$ cat src/rtl/rmp_pkg.sv
// constants for the remappable output select and mapping lock block
`default_nettype none
package rmp_pkg;
    localparam int          RMP_NUM_PINS      = 30;
    localparam int          RMP_NUM_INSEL     = 20;
    localparam int          RMP_PINS_PER_GRP  = 8;
    localparam logic [7:0]  RMP_OUTSEL_BASE   = 8'h00;
    localparam logic [7:0]  RMP_INSEL_BASE    = 8'h40;
    localparam logic [7:0]  RMP_CONFIGURATION_CONTROL_REGISTER_ADDR   = 8'h60;
    localparam logic [7:0]  RMP_STATUS_ADDR   = 8'h61;
    localparam int          RMP_LOCK_BIT      = 13;
    localparam int          RMP_ONEWAY_BIT    = 29;
    localparam logic [3:0]  RMP_SEL_RESET     = 4'h0;
    localparam logic        RMP_LOCK_RESET    = 1'b0;
    localparam logic [3:0]  RMP_SEL_NONE      = 4'h0;
    localparam logic [3:0]  RMP_SEL_1         = 4'h1;
    localparam logic [3:0]  RMP_SEL_2         = 4'h2;
    localparam logic [3:0]  RMP_SEL_3         = 4'h3;
    localparam logic [3:0]  RMP_SEL_4         = 4'h4;
    localparam logic [3:0]  RMP_SEL_5         = 4'h5;
    localparam logic [3:0]  RMP_SEL_6         = 4'h6;
    localparam logic [3:0]  RMP_SEL_7         = 4'h7;
    // pins present only on the 44-pin variant (one bit per pin index)
    localparam logic [29:0] RMP_PIN_44ONLY    = 30'h38387070;
    // pins absent on variants with usb
    localparam logic [29:0] RMP_PIN_NOUSB     = 30'h02010400;
endpackage : rmp_pkg
`default_nettype wire

$ cat src/rtl/rmp_remap_output_select_lock.sv
// remappable pin output select, input select storage and mapping lock
`default_nettype none
module rmp_remap_output_select_lock
    import rmp_pkg::*;
#(
    parameter bit PIN44 = 1'b1,
    parameter bit USB   = 1'b1
) (
    input  wire logic        i_sys_clk,            // system clock
    input  wire logic        i_rst,                // synchronous reset, high
    input  wire logic [7:0]  i_addr,               // register word index
    input  wire logic [31:0] i_wdata,              // write data
    input  wire logic        i_wr,                 // write strobe
    input  wire logic        i_rd,                 // read strobe
    output logic      [31:0] o_rdata,              // read data, cycle after read
    input  wire logic        i_unlock_granted,     // unlock sequence done
    input  wire logic        i_single_session,     // configuration word three bit
    input  wire logic        i_uart1_transmit,     // peripheral output
    input  wire logic        i_uart2_request_to_send, // peripheral output
    input  wire logic        i_uart1_request_to_send, // peripheral output
    input  wire logic        i_uart2_transmit,     // peripheral output
    input  wire logic        i_spi1_slave_select,  // peripheral output
    input  wire logic        i_spi2_slave_select,  // peripheral output
    input  wire logic        i_usb_bus_power_enable, // peripheral output
    input  wire logic        i_compare_output_1,   // peripheral output
    input  wire logic        i_compare_output_2,   // peripheral output
    input  wire logic        i_compare_output_3,   // peripheral output
    input  wire logic        i_compare_output_4,   // peripheral output
    input  wire logic        i_compare_output_5,   // peripheral output
    input  wire logic        i_comparator_1_output, // peripheral output
    input  wire logic        i_comparator_2_output, // peripheral output
    input  wire logic        i_comparator_3_output, // peripheral output
    input  wire logic        i_spi1_data_out,      // peripheral output
    input  wire logic        i_spi2_data_out,      // peripheral output
    input  wire logic        i_reference_clock_output, // peripheral output
    input  wire logic [29:0] i_gpio_out,           // other digital function level
    input  wire logic [29:0] i_gpio_oe,            // other digital function enable
    input  wire logic [29:0] i_analog_sel,         // pin assigned to analog
    output logic      [29:0] o_pin_out,            // pin driver level
    output logic      [29:0] o_pin_oe,             // pin driver enable
    output logic      [29:0] o_pin_mapped,         // remapped output owns the pin
    output logic             o_mapping_lock,       // lock state
    output logic      [79:0] o_input_select        // 20 input selects, 4 bits each
);

    // ------------------------------------------------------------
    // pin presence
    // ------------------------------------------------------------
    function automatic logic pin_present(input int idx);
        logic p;
        p = 1'b1;
        if (!PIN44 && RMP_PIN_44ONLY[idx])
            p = 1'b0;
        if (USB && RMP_PIN_NOUSB[idx])
            p = 1'b0;
        return p;
    endfunction : pin_present

    logic [3:0]  outsel_r [RMP_NUM_PINS];
    logic [3:0]  insel_r  [RMP_NUM_INSEL];
    logic        lock_r;
    logic        oneway_r;
    logic        wr_allow;

    assign wr_allow = i_wr && !lock_r;

    // ------------------------------------------------------------
    // single-session strap, caught on every clock, set to one during reset
    // ------------------------------------------------------------
    always_ff @(posedge i_sys_clk) begin
        if (i_rst)
            oneway_r <= 1'b1;
        else
            oneway_r <= i_single_session;
    end

    // ------------------------------------------------------------
    // mapping lock
    // ------------------------------------------------------------
    always_ff @(posedge i_sys_clk) begin
        if (i_rst) begin
            lock_r <= RMP_LOCK_RESET;
        end else if (i_wr && i_addr == RMP_CONFIGURATION_CONTROL_REGISTER_ADDR && i_unlock_granted) begin
            if (i_wdata[RMP_LOCK_BIT])
                lock_r <= 1'b1;
            else if (!(oneway_r && lock_r))
                lock_r <= 1'b0;
        end
    end

    // ------------------------------------------------------------
    // select registers
    // ------------------------------------------------------------
    always_ff @(posedge i_sys_clk) begin
        for (int i = 0; i < RMP_NUM_PINS; i++) begin
            if (i_rst)
                outsel_r[i] <= RMP_SEL_RESET;
            else if (wr_allow && i_addr == RMP_OUTSEL_BASE + 8'(i) && pin_present(i))
                outsel_r[i] <= i_wdata[3:0];
        end
    end

    always_ff @(posedge i_sys_clk) begin
        for (int j = 0; j < RMP_NUM_INSEL; j++) begin
            if (i_rst)
                insel_r[j] <= RMP_SEL_RESET;
            else if (wr_allow && i_addr == RMP_INSEL_BASE + 8'(j))
                insel_r[j] <= i_wdata[3:0];
        end
    end

    // ------------------------------------------------------------
    // read port
    // ------------------------------------------------------------
    always_ff @(posedge i_sys_clk) begin
        if (i_rst) begin
            o_rdata <= 32'h0;
        end else if (i_rd) begin
            o_rdata <= 32'h0;
            if (i_addr == RMP_CONFIGURATION_CONTROL_REGISTER_ADDR)
                o_rdata[RMP_LOCK_BIT] <= lock_r;
            else if (i_addr == RMP_STATUS_ADDR)
                o_rdata[RMP_ONEWAY_BIT] <= oneway_r;
            else if (i_addr >= RMP_INSEL_BASE && i_addr < RMP_INSEL_BASE + 8'(RMP_NUM_INSEL))
                o_rdata[3:0] <= insel_r[5'(i_addr - RMP_INSEL_BASE)];
            else if (i_addr < RMP_OUTSEL_BASE + 8'(RMP_NUM_PINS))
                o_rdata[3:0] <= outsel_r[5'(i_addr)];
        end else begin
            o_rdata <= 32'h0;
        end
    end

    // ------------------------------------------------------------
    // output routing per group
    // ------------------------------------------------------------
    function automatic logic [1:0] route(input int idx, input logic [3:0] sel);
        logic [1:0] r;                                                // {valid, level}
        r = 2'b00;
        case (idx / RMP_PINS_PER_GRP)
            0: begin
                case (sel)
                    RMP_SEL_1: r = {1'b1, i_uart1_transmit};
                    RMP_SEL_2: r = {1'b1, i_uart2_request_to_send};
                    RMP_SEL_3: r = {1'b1, i_spi1_slave_select};
                    RMP_SEL_4: r = {USB, i_usb_bus_power_enable};
                    RMP_SEL_5: r = {1'b1, i_compare_output_1};
                    RMP_SEL_7: r = {1'b1, i_comparator_2_output};
                    default:   r = 2'b00;
                endcase
            end
            1: begin
                case (sel)
                    RMP_SEL_3: r = {1'b1, i_spi1_data_out};
                    RMP_SEL_4: r = {1'b1, i_spi2_data_out};
                    RMP_SEL_5: r = {1'b1, i_compare_output_2};
                    RMP_SEL_7: r = {1'b1, i_comparator_3_output};
                    default:   r = 2'b00;
                endcase
            end
            2: begin
                case (sel)
                    RMP_SEL_3: r = {1'b1, i_spi1_data_out};
                    RMP_SEL_4: r = {1'b1, i_spi2_data_out};
                    RMP_SEL_5: r = {1'b1, i_compare_output_4};
                    RMP_SEL_6: r = {1'b1, i_compare_output_5};
                    RMP_SEL_7: r = {1'b1, i_reference_clock_output};
                    default:   r = 2'b00;
                endcase
            end
            default: begin
                case (sel)
                    RMP_SEL_1: r = {1'b1, i_uart1_request_to_send};
                    RMP_SEL_2: r = {1'b1, i_uart2_transmit};
                    RMP_SEL_4: r = {1'b1, i_spi2_slave_select};
                    RMP_SEL_5: r = {1'b1, i_compare_output_3};
                    RMP_SEL_7: r = {1'b1, i_comparator_1_output};
                    default:   r = 2'b00;
                endcase
            end
        endcase
        return r;
    endfunction : route

    // groups hold pins 0-6, 7-14, 15-21, 22-29; remap the index into 8-wide groups
    function automatic int grp_idx(input int i);
        if (i < 7)
            return i;
        else if (i < 15)
            return 8 + (i - 7);
        else if (i < 22)
            return 16 + (i - 15);
        else
            return 24 + (i - 22);
    endfunction : grp_idx

    always_ff @(posedge i_sys_clk) begin
        for (int i = 0; i < RMP_NUM_PINS; i++) begin
            logic [1:0] r;
            r = route(grp_idx(i), outsel_r[i]);
            if (i_rst || !pin_present(i)) begin
                o_pin_out[i]    <= 1'b0;
                o_pin_oe[i]     <= 1'b0;
                o_pin_mapped[i] <= 1'b0;
            end else if (i_analog_sel[i]) begin
                o_pin_out[i]    <= 1'b0;
                o_pin_oe[i]     <= 1'b0;
                o_pin_mapped[i] <= 1'b0;
            end else if (r[1]) begin
                o_pin_out[i]    <= r[0];
                o_pin_oe[i]     <= 1'b1;
                o_pin_mapped[i] <= 1'b1;
            end else begin
                o_pin_out[i]    <= i_gpio_out[i];
                o_pin_oe[i]     <= i_gpio_oe[i];
                o_pin_mapped[i] <= 1'b0;
            end
        end
    end

    always_ff @(posedge i_sys_clk) begin
        if (i_rst)
            o_mapping_lock <= 1'b0;
        else
            o_mapping_lock <= lock_r;
    end

    always_ff @(posedge i_sys_clk) begin
        for (int j = 0; j < RMP_NUM_INSEL; j++) begin
            if (i_rst)
                o_input_select[j*4 +: 4] <= RMP_SEL_RESET;
            else
                o_input_select[j*4 +: 4] <= insel_r[j];
        end
    end

endmodule : rmp_remap_output_select_lock
`default_nettype wire

$ cat config.mk
export PLATFORM = sky130hd
export DESIGN_NAME = rmp_remap_output_select_lock
export DESIGN_NICKNAME = d
export VERILOG_FILES = /design/src/rtl/rmp_pkg.sv /design/src/rtl/rmp_remap_output_select_lock.sv
export SDC_FILE = /design/constraint.sdc
export NUM_CORES = 1
export LEC_CHECK = 0
export BUFFER_PORTS_ARGS = -buffer_cell sky130_fd_sc_hd__buf_4
export CAP_MARGIN = 5
export CELL_PAD_IN_SITES_DETAIL_PLACEMENT = 1
export CELL_PAD_IN_SITES_GLOBAL_PLACEMENT = 2
export CORE_MARGIN = 2
export CORE_UTILIZATION = 35
export DETAILED_ROUTE_END_ITERATION = 10
export HOLD_SLACK_MARGIN = 0.02
export MAX_ROUTING_LAYER = met4
export PLACE_DENSITY = 0.82
export SYNTH_ARGS = -nofsm -noshare
export SYNTH_HDL_FRONTEND = slang
export SYNTH_SLANG_ARGS = --single-unit
$ cat constraint.sdc
create_clock -name i_sys_clk -period 2.4 [get_ports i_sys_clk]
set_input_delay 0.36 -clock i_sys_clk [delete_from_list [all_inputs] [get_ports i_sys_clk]]
set_output_delay 0.36 -clock i_sys_clk [all_outputs]
set_load 0.02 [all_outputs]
* After elaboration in Yosys (flattened, before gate mapping)
Memories as Yosys holds them, arrays and structs flattened. A register that Yosys moved wholly into a read port is not among the register bits. Index checks and enable logic that the tools add are counted.
Operators by class: $add $sub $neg 1, multipliers 0, divide/modulo/power cells 0, $lt $le $gt $ge 3, equality and inequality tests 187, shift-type cells 0, muxes and demuxes 315, bitwise logic cells 53, reduce and logical (&&, ||, !) cells 91
Operator list (count):
- $eq 4x3->1 const B | 87
- $mux 1 | 236
- $mux 4 | 52
- $eq 8x7->1 const B | 22
- $eq 4x2->1 const B | 34
- $pmux 2 s5 | 13
- $eq 8x5->1 const B | 14
- $pmux 2 s6 | 7
- $eq 8x4->1 const B | 8
- $logic_and 1x1->1 | 58
- $eq 4x1->1 const B | 14
- $pmux 2 s4 | 7
- $reduce_or 2->1 | 27
- $or 1x1->1 | 50
- $eq 8x3->1 const B | 4
- $eq 8x2->1 const B | 2
- $eq 8x1->1 const B | 1
- $ge 8x7->1 const B | 1
- $logic_not 8->1 | 1
- $lt 8x5->1 const B | 1
- $lt 8x7->1 const B | 1
- $reduce_or 4->1 | 2
- $sub 5x1->5 const B | 1
- $not 1->1 | 3
- other kinds (4) | 4
Storage, ports and cells: bits in registers 116, bits in latches 0, RAM bits 200, ROM bits 0, input bits 154, output and inout bits 203, logic and storage cells 740, memories 2
Memories:
- outsel_r | depth 30, width 4, read ports 28, clocked after Yosys merged registers in 0, write ports 30, line rmp_remap_output_select_lock.sv:59 | logic [3:0] outsel_r [RMP_NUM_PINS];
- insel_r | depth 20, width 4, read ports 21, clocked after Yosys merged registers in 20, write ports 20, line rmp_remap_output_select_lock.sv:60 | logic [3:0] insel_r [RMP_NUM_INSEL];

* Depth between registers and ports, before layout
depth in word-level cells 8, mapped depth 9

* Least setup slack after synthesis
OpenSTA, ideal clock, no wires.
kind input to register, start point input i_addr[7], end point memory outsel_r[9][0] (enable), library setup time 306 ps, arrival time 1685 ps, data required time 2094 ps, slack 410 ps, stages on the path 5, path buffers 1, cell sequence nand2b_1 or3_1 nor3_2 clkbuf_1 a21o_1
RTL lines:
- start: declaration | line rmp_remap_output_select_lock.sv:11 | input wire logic [7:0] i_addr,
- end: declaration | line rmp_remap_output_select_lock.sv:59

==> summary.md <==
| Metric | Value |
|---|---|
| Initial Util | 35.3% |
| Synthesized area | 16000 µm² |
| Largest net degree at the start of global routing | 65 |
| All-layer global routing usage | 21.7% |
| Row count | 78 |
| Startpoint Class | flip-flop |
| P per Cell Area | 725 nW/µm² |
| Skew final | 20.2 ps |
| Post-synth top cells | 188 x edfxtp_1, 178 x and3_1, 170 x dfxtp_1, 84 x nor2b_1, 83 x clkbuf_1 |
| Worst r2r path cells | 4 |
| Crit path kind | flip-flop to flip-flop |
| I/O pin total | 357 |
| Drt via density | 5.32 |
| Final Max Slew Viols | 0 |
| DP Cell Count | 2203 |
| Worst VDD drop | 0.389 mV |
| Remaining antenna violation count after routing | 0 |
| Synth async-reset ratio | 0% |
| Core Box Area | 45300 µm² |
| Final-layout fill cell count | 4823 |
| Count leader, synth | edfxtp_1 |
| Leak | 9.03 nW |
| Synth Flop Type | edfxtp_1 |
| DIE HEIGHT | 218 µm |
| Critical path fanouts, max | 5 |
| Top cells by area, synth | edfxtp_1 35%, dfxtp_1 21%, and3_1 7.0%, mux4_2 6.9%, nor2b_1 3.3% |
| Initial antenna violation count | 0 |
| CTS Buf Count | 41 |
| Reg2Reg Setup Slack | 400 ps |
| CTS Hold Bufs | 53 |
| CTS tree | built |
| Final wirelength | 51.1 mm |
| Slew margin rel. | 34.4% |
| Sequential element share of the synthesized area | 56.6% |
| Latest clock arrival within the worst-skew pair | 580 ps |
| Critical path capture point | o_rdata[1]$_SDFF_PP0_ |
| Syn_area_per_cell | 11.7 µm² |
| DR DRC count | 0 |
| Dominant cell type by area after synthesis | edfxtp_1 |
| # Post-CTS Setup Buffers | 0 |
| Run status | finished, final reports clean |
| Final setup vio count | 0 |
| CTS Buffer Depth | 3 |
| Root buffer cell | clkbuf_16 |
| Layout cells sized above 1 | 27.4% |
| Clock transition at the registers of the reported paths | 60 ps |
| Max Clk Rate | 500 MHz |
| Die X | 218 µm |
| Arrival time at the worst endpoint | 2470 ps |
| Cells after Synth | 1368 |
| Yosys warnings | 0 |
| # clock sinks | 358 |
| Die footprint | 47400 µm² |
| Top cell type's share of synthesized area | 35.3% |
| Global-route wire length before repair | 75.7 mm |
| Critical Path Start | outsel_r[15][1]$_SDFFCE_PN0P_ |
| Global placer's final weighted congestion | 0.812 |
| Tcrit/Tclk final | 83.4% |
| CP Capture Type | flip-flop |
| Number of gates resized after CTS | 0 |
| Grt total ovfl | 0 |
| First DRT Iteration DRCs | 831 |
| Vias in the first global route | 12600 |
| H-Tree Level Count | 2 |
| Final Non-Filler Cells | 2332 |
| Buffers on Ports | 285 |
| Post-DP HPWL | 36.0 mm |
| Worst hold-check path type | input pin to flip-flop |
| Reg2reg start | outsel_r[15][1]$_SDFFCE_PN0P_ |
| EDFF count, synth | 188 |
| Layout area overhead | 29.6% |
| RSZ-0062 raised after global routing | false |
| Reg-to-Reg End | o_rdata[1]$_SDFF_PP0_ |
| Yosys cell types | 57 |
| Final hold vios | 0 |
| Setup TNS | 0 ps |
| Slew @ Worst Pin | 982 ps |
| Nets | 1853 |
| Synth Register Bits | 358 |
| Period minus WS final | 2000 ps |
| Drt pass-1 iters | 6 |
| Wire per inst | 21.9 µm |
| Max-cap violations | 0 |
| Diode count | 0 |
| Via Count | 12400 |
| Worst EP required | 2870 ps |
[flip-flops by register name, indices dropped and copies added, names as in the netlist]
register	flops
o_pin_oe	27
o_pin_out	27
oneway_r	1
insel_r	80
o_pin_mapped	27
o_input_select	80
lock_r	1
o_mapping_lock	1
o_rdata	6
outsel_r	108
[critical path, cell delays in order, from the launching register on]
cell and delay (ps):
edfxtp_1 540, mux4_2 560, a22oi_1 210, o21ai_1 190, a221o_1 390
[area by class of cell]
class / count / area (µm²) / area share [%]
clock inverters: 8 / 123 / 0.591
flip-flops and latches: 358 / 9050 / 43.6
well taps: 600 / 751 / 3.62
multi-input cells: 873 / 6250 / 30.1
repair buffers: 394 / 3190 / 15.4
inverters: 31 / 116 / 0.561
clock buffers: 68 / 1250 / 6.05
[routing by layer]
layer,up-vias,share of wire (%),track usage (%),routed length [µm]
met1,6218,41,26.6,20800
met2,431,51,36.6,25900
met3,73,6.4,4.06,3260
met5,-,0,-,0
li1,5685,-,-,-
met4,0,2.3,6.19,1150
[through the flow]
step / power [mW] / hold slack [ps] / util (%) / cell area (µm²) / worst slack, ps
final: 15.0 / 48.4 / 45.8 / 20700 / 398
after floorplan: 8.03 / 433 / - / 16100 / 410
after global routing: 15.6 / 40.8 / 45.8 / 20700 / 350
after detailed placement: 8.81 / 473 / 41.6 / 18800 / 91.1
after CTS: 15.2 / 20.0 / 45.8 / 20700 / 437
after global placement: 8.76 / 475 / 41.6 / 18800 / 100
[worst min path at each step]
stage | start | end | slack (ps) | cells after the start
floorplan | i_analog_sel[11] | o_pin_oe[11]$_SDFF_PP0_ | 430 | 1
global placement | oneway_r$_SDFF_PP1_ | o_rdata[29]$_SDFF_PP0_ | 470 | 1
detailed placement | insel_r[19][0]$_SDFFCE_PN0P_ | o_input_select[76]$_SDFF_PP0_ | 470 | 1
CTS | i_gpio_oe[28] | o_pin_oe[28]$_SDFF_PP0_ | 20 | 3
global route | i_gpio_oe[11] | o_pin_oe[11]$_SDFF_PP0_ | 40 | 3
finish | i_gpio_oe[28] | o_pin_oe[28]$_SDFF_PP0_ | 50 | 3
[where the power goes]
group / total [mW] / switching [mW] / internal, mW
clock network: 6.28 / 2.57 / 3.71
registers: 7.00 / 0.248 / 6.75
logic: 1.75 / 0.970 / 0.779
total: 15.0 / 3.79 / 11.2
[kinds of logic (layout without fill, tap and decap cells)]
| family | after synthesis | in the layout | share of synthesized area [%] |
|---|---|---|---|
| simple gates | 513 | 513 | 18.5 |
| flops | 358 | 358 | 56.6 |
| compound gates | 231 | 231 | 9.85 |
| buf+inv | 171 | 501 | 5.29 |
| mux | 80 | 80 | 9.05 |
| xor+xnor | 14 | 14 | 0.767 |
| other cells | 1 | 35 | 0.0234 |
[cells in the final DEF, fill, tap and decap left out, types with 4 or more instances in the layout]
cell,netlist,routed
and2_1,17,17
a21oi_1,51,51
o21ai_1,4,4
nor2b_1,84,84
clkbuf_1,83,14
or2_2,5,5
o21ai_0,19,19
mux2_2,6,6
dfxtp_1,170,170
xor2_1,14,14
buf_4,40,332
conb_1,1,35
buf_12,0,8
and3_1,178,178
nand3b_1,9,9
a22oi_1,9,9
nand3_1,5,5
nor3_1,42,42
nor2_1,80,80
clkbuf_16,0,42
dlygate4sd3_1,0,53
mux4_2,49,49
edfxtp_1,188,188
clkbuf_8,0,10
nand2b_1,10,10
inv_1,31,31
mux2i_1,22,22
a221oi_1,7,7
a311oi_1,4,4
nand2_1,32,32
o22ai_1,10,10
nor4_1,21,21
a31oi_1,18,18
nor3b_1,16,16
a211oi_1,31,31
a21o_1,60,60
Power figures use the tool's default switching activity.
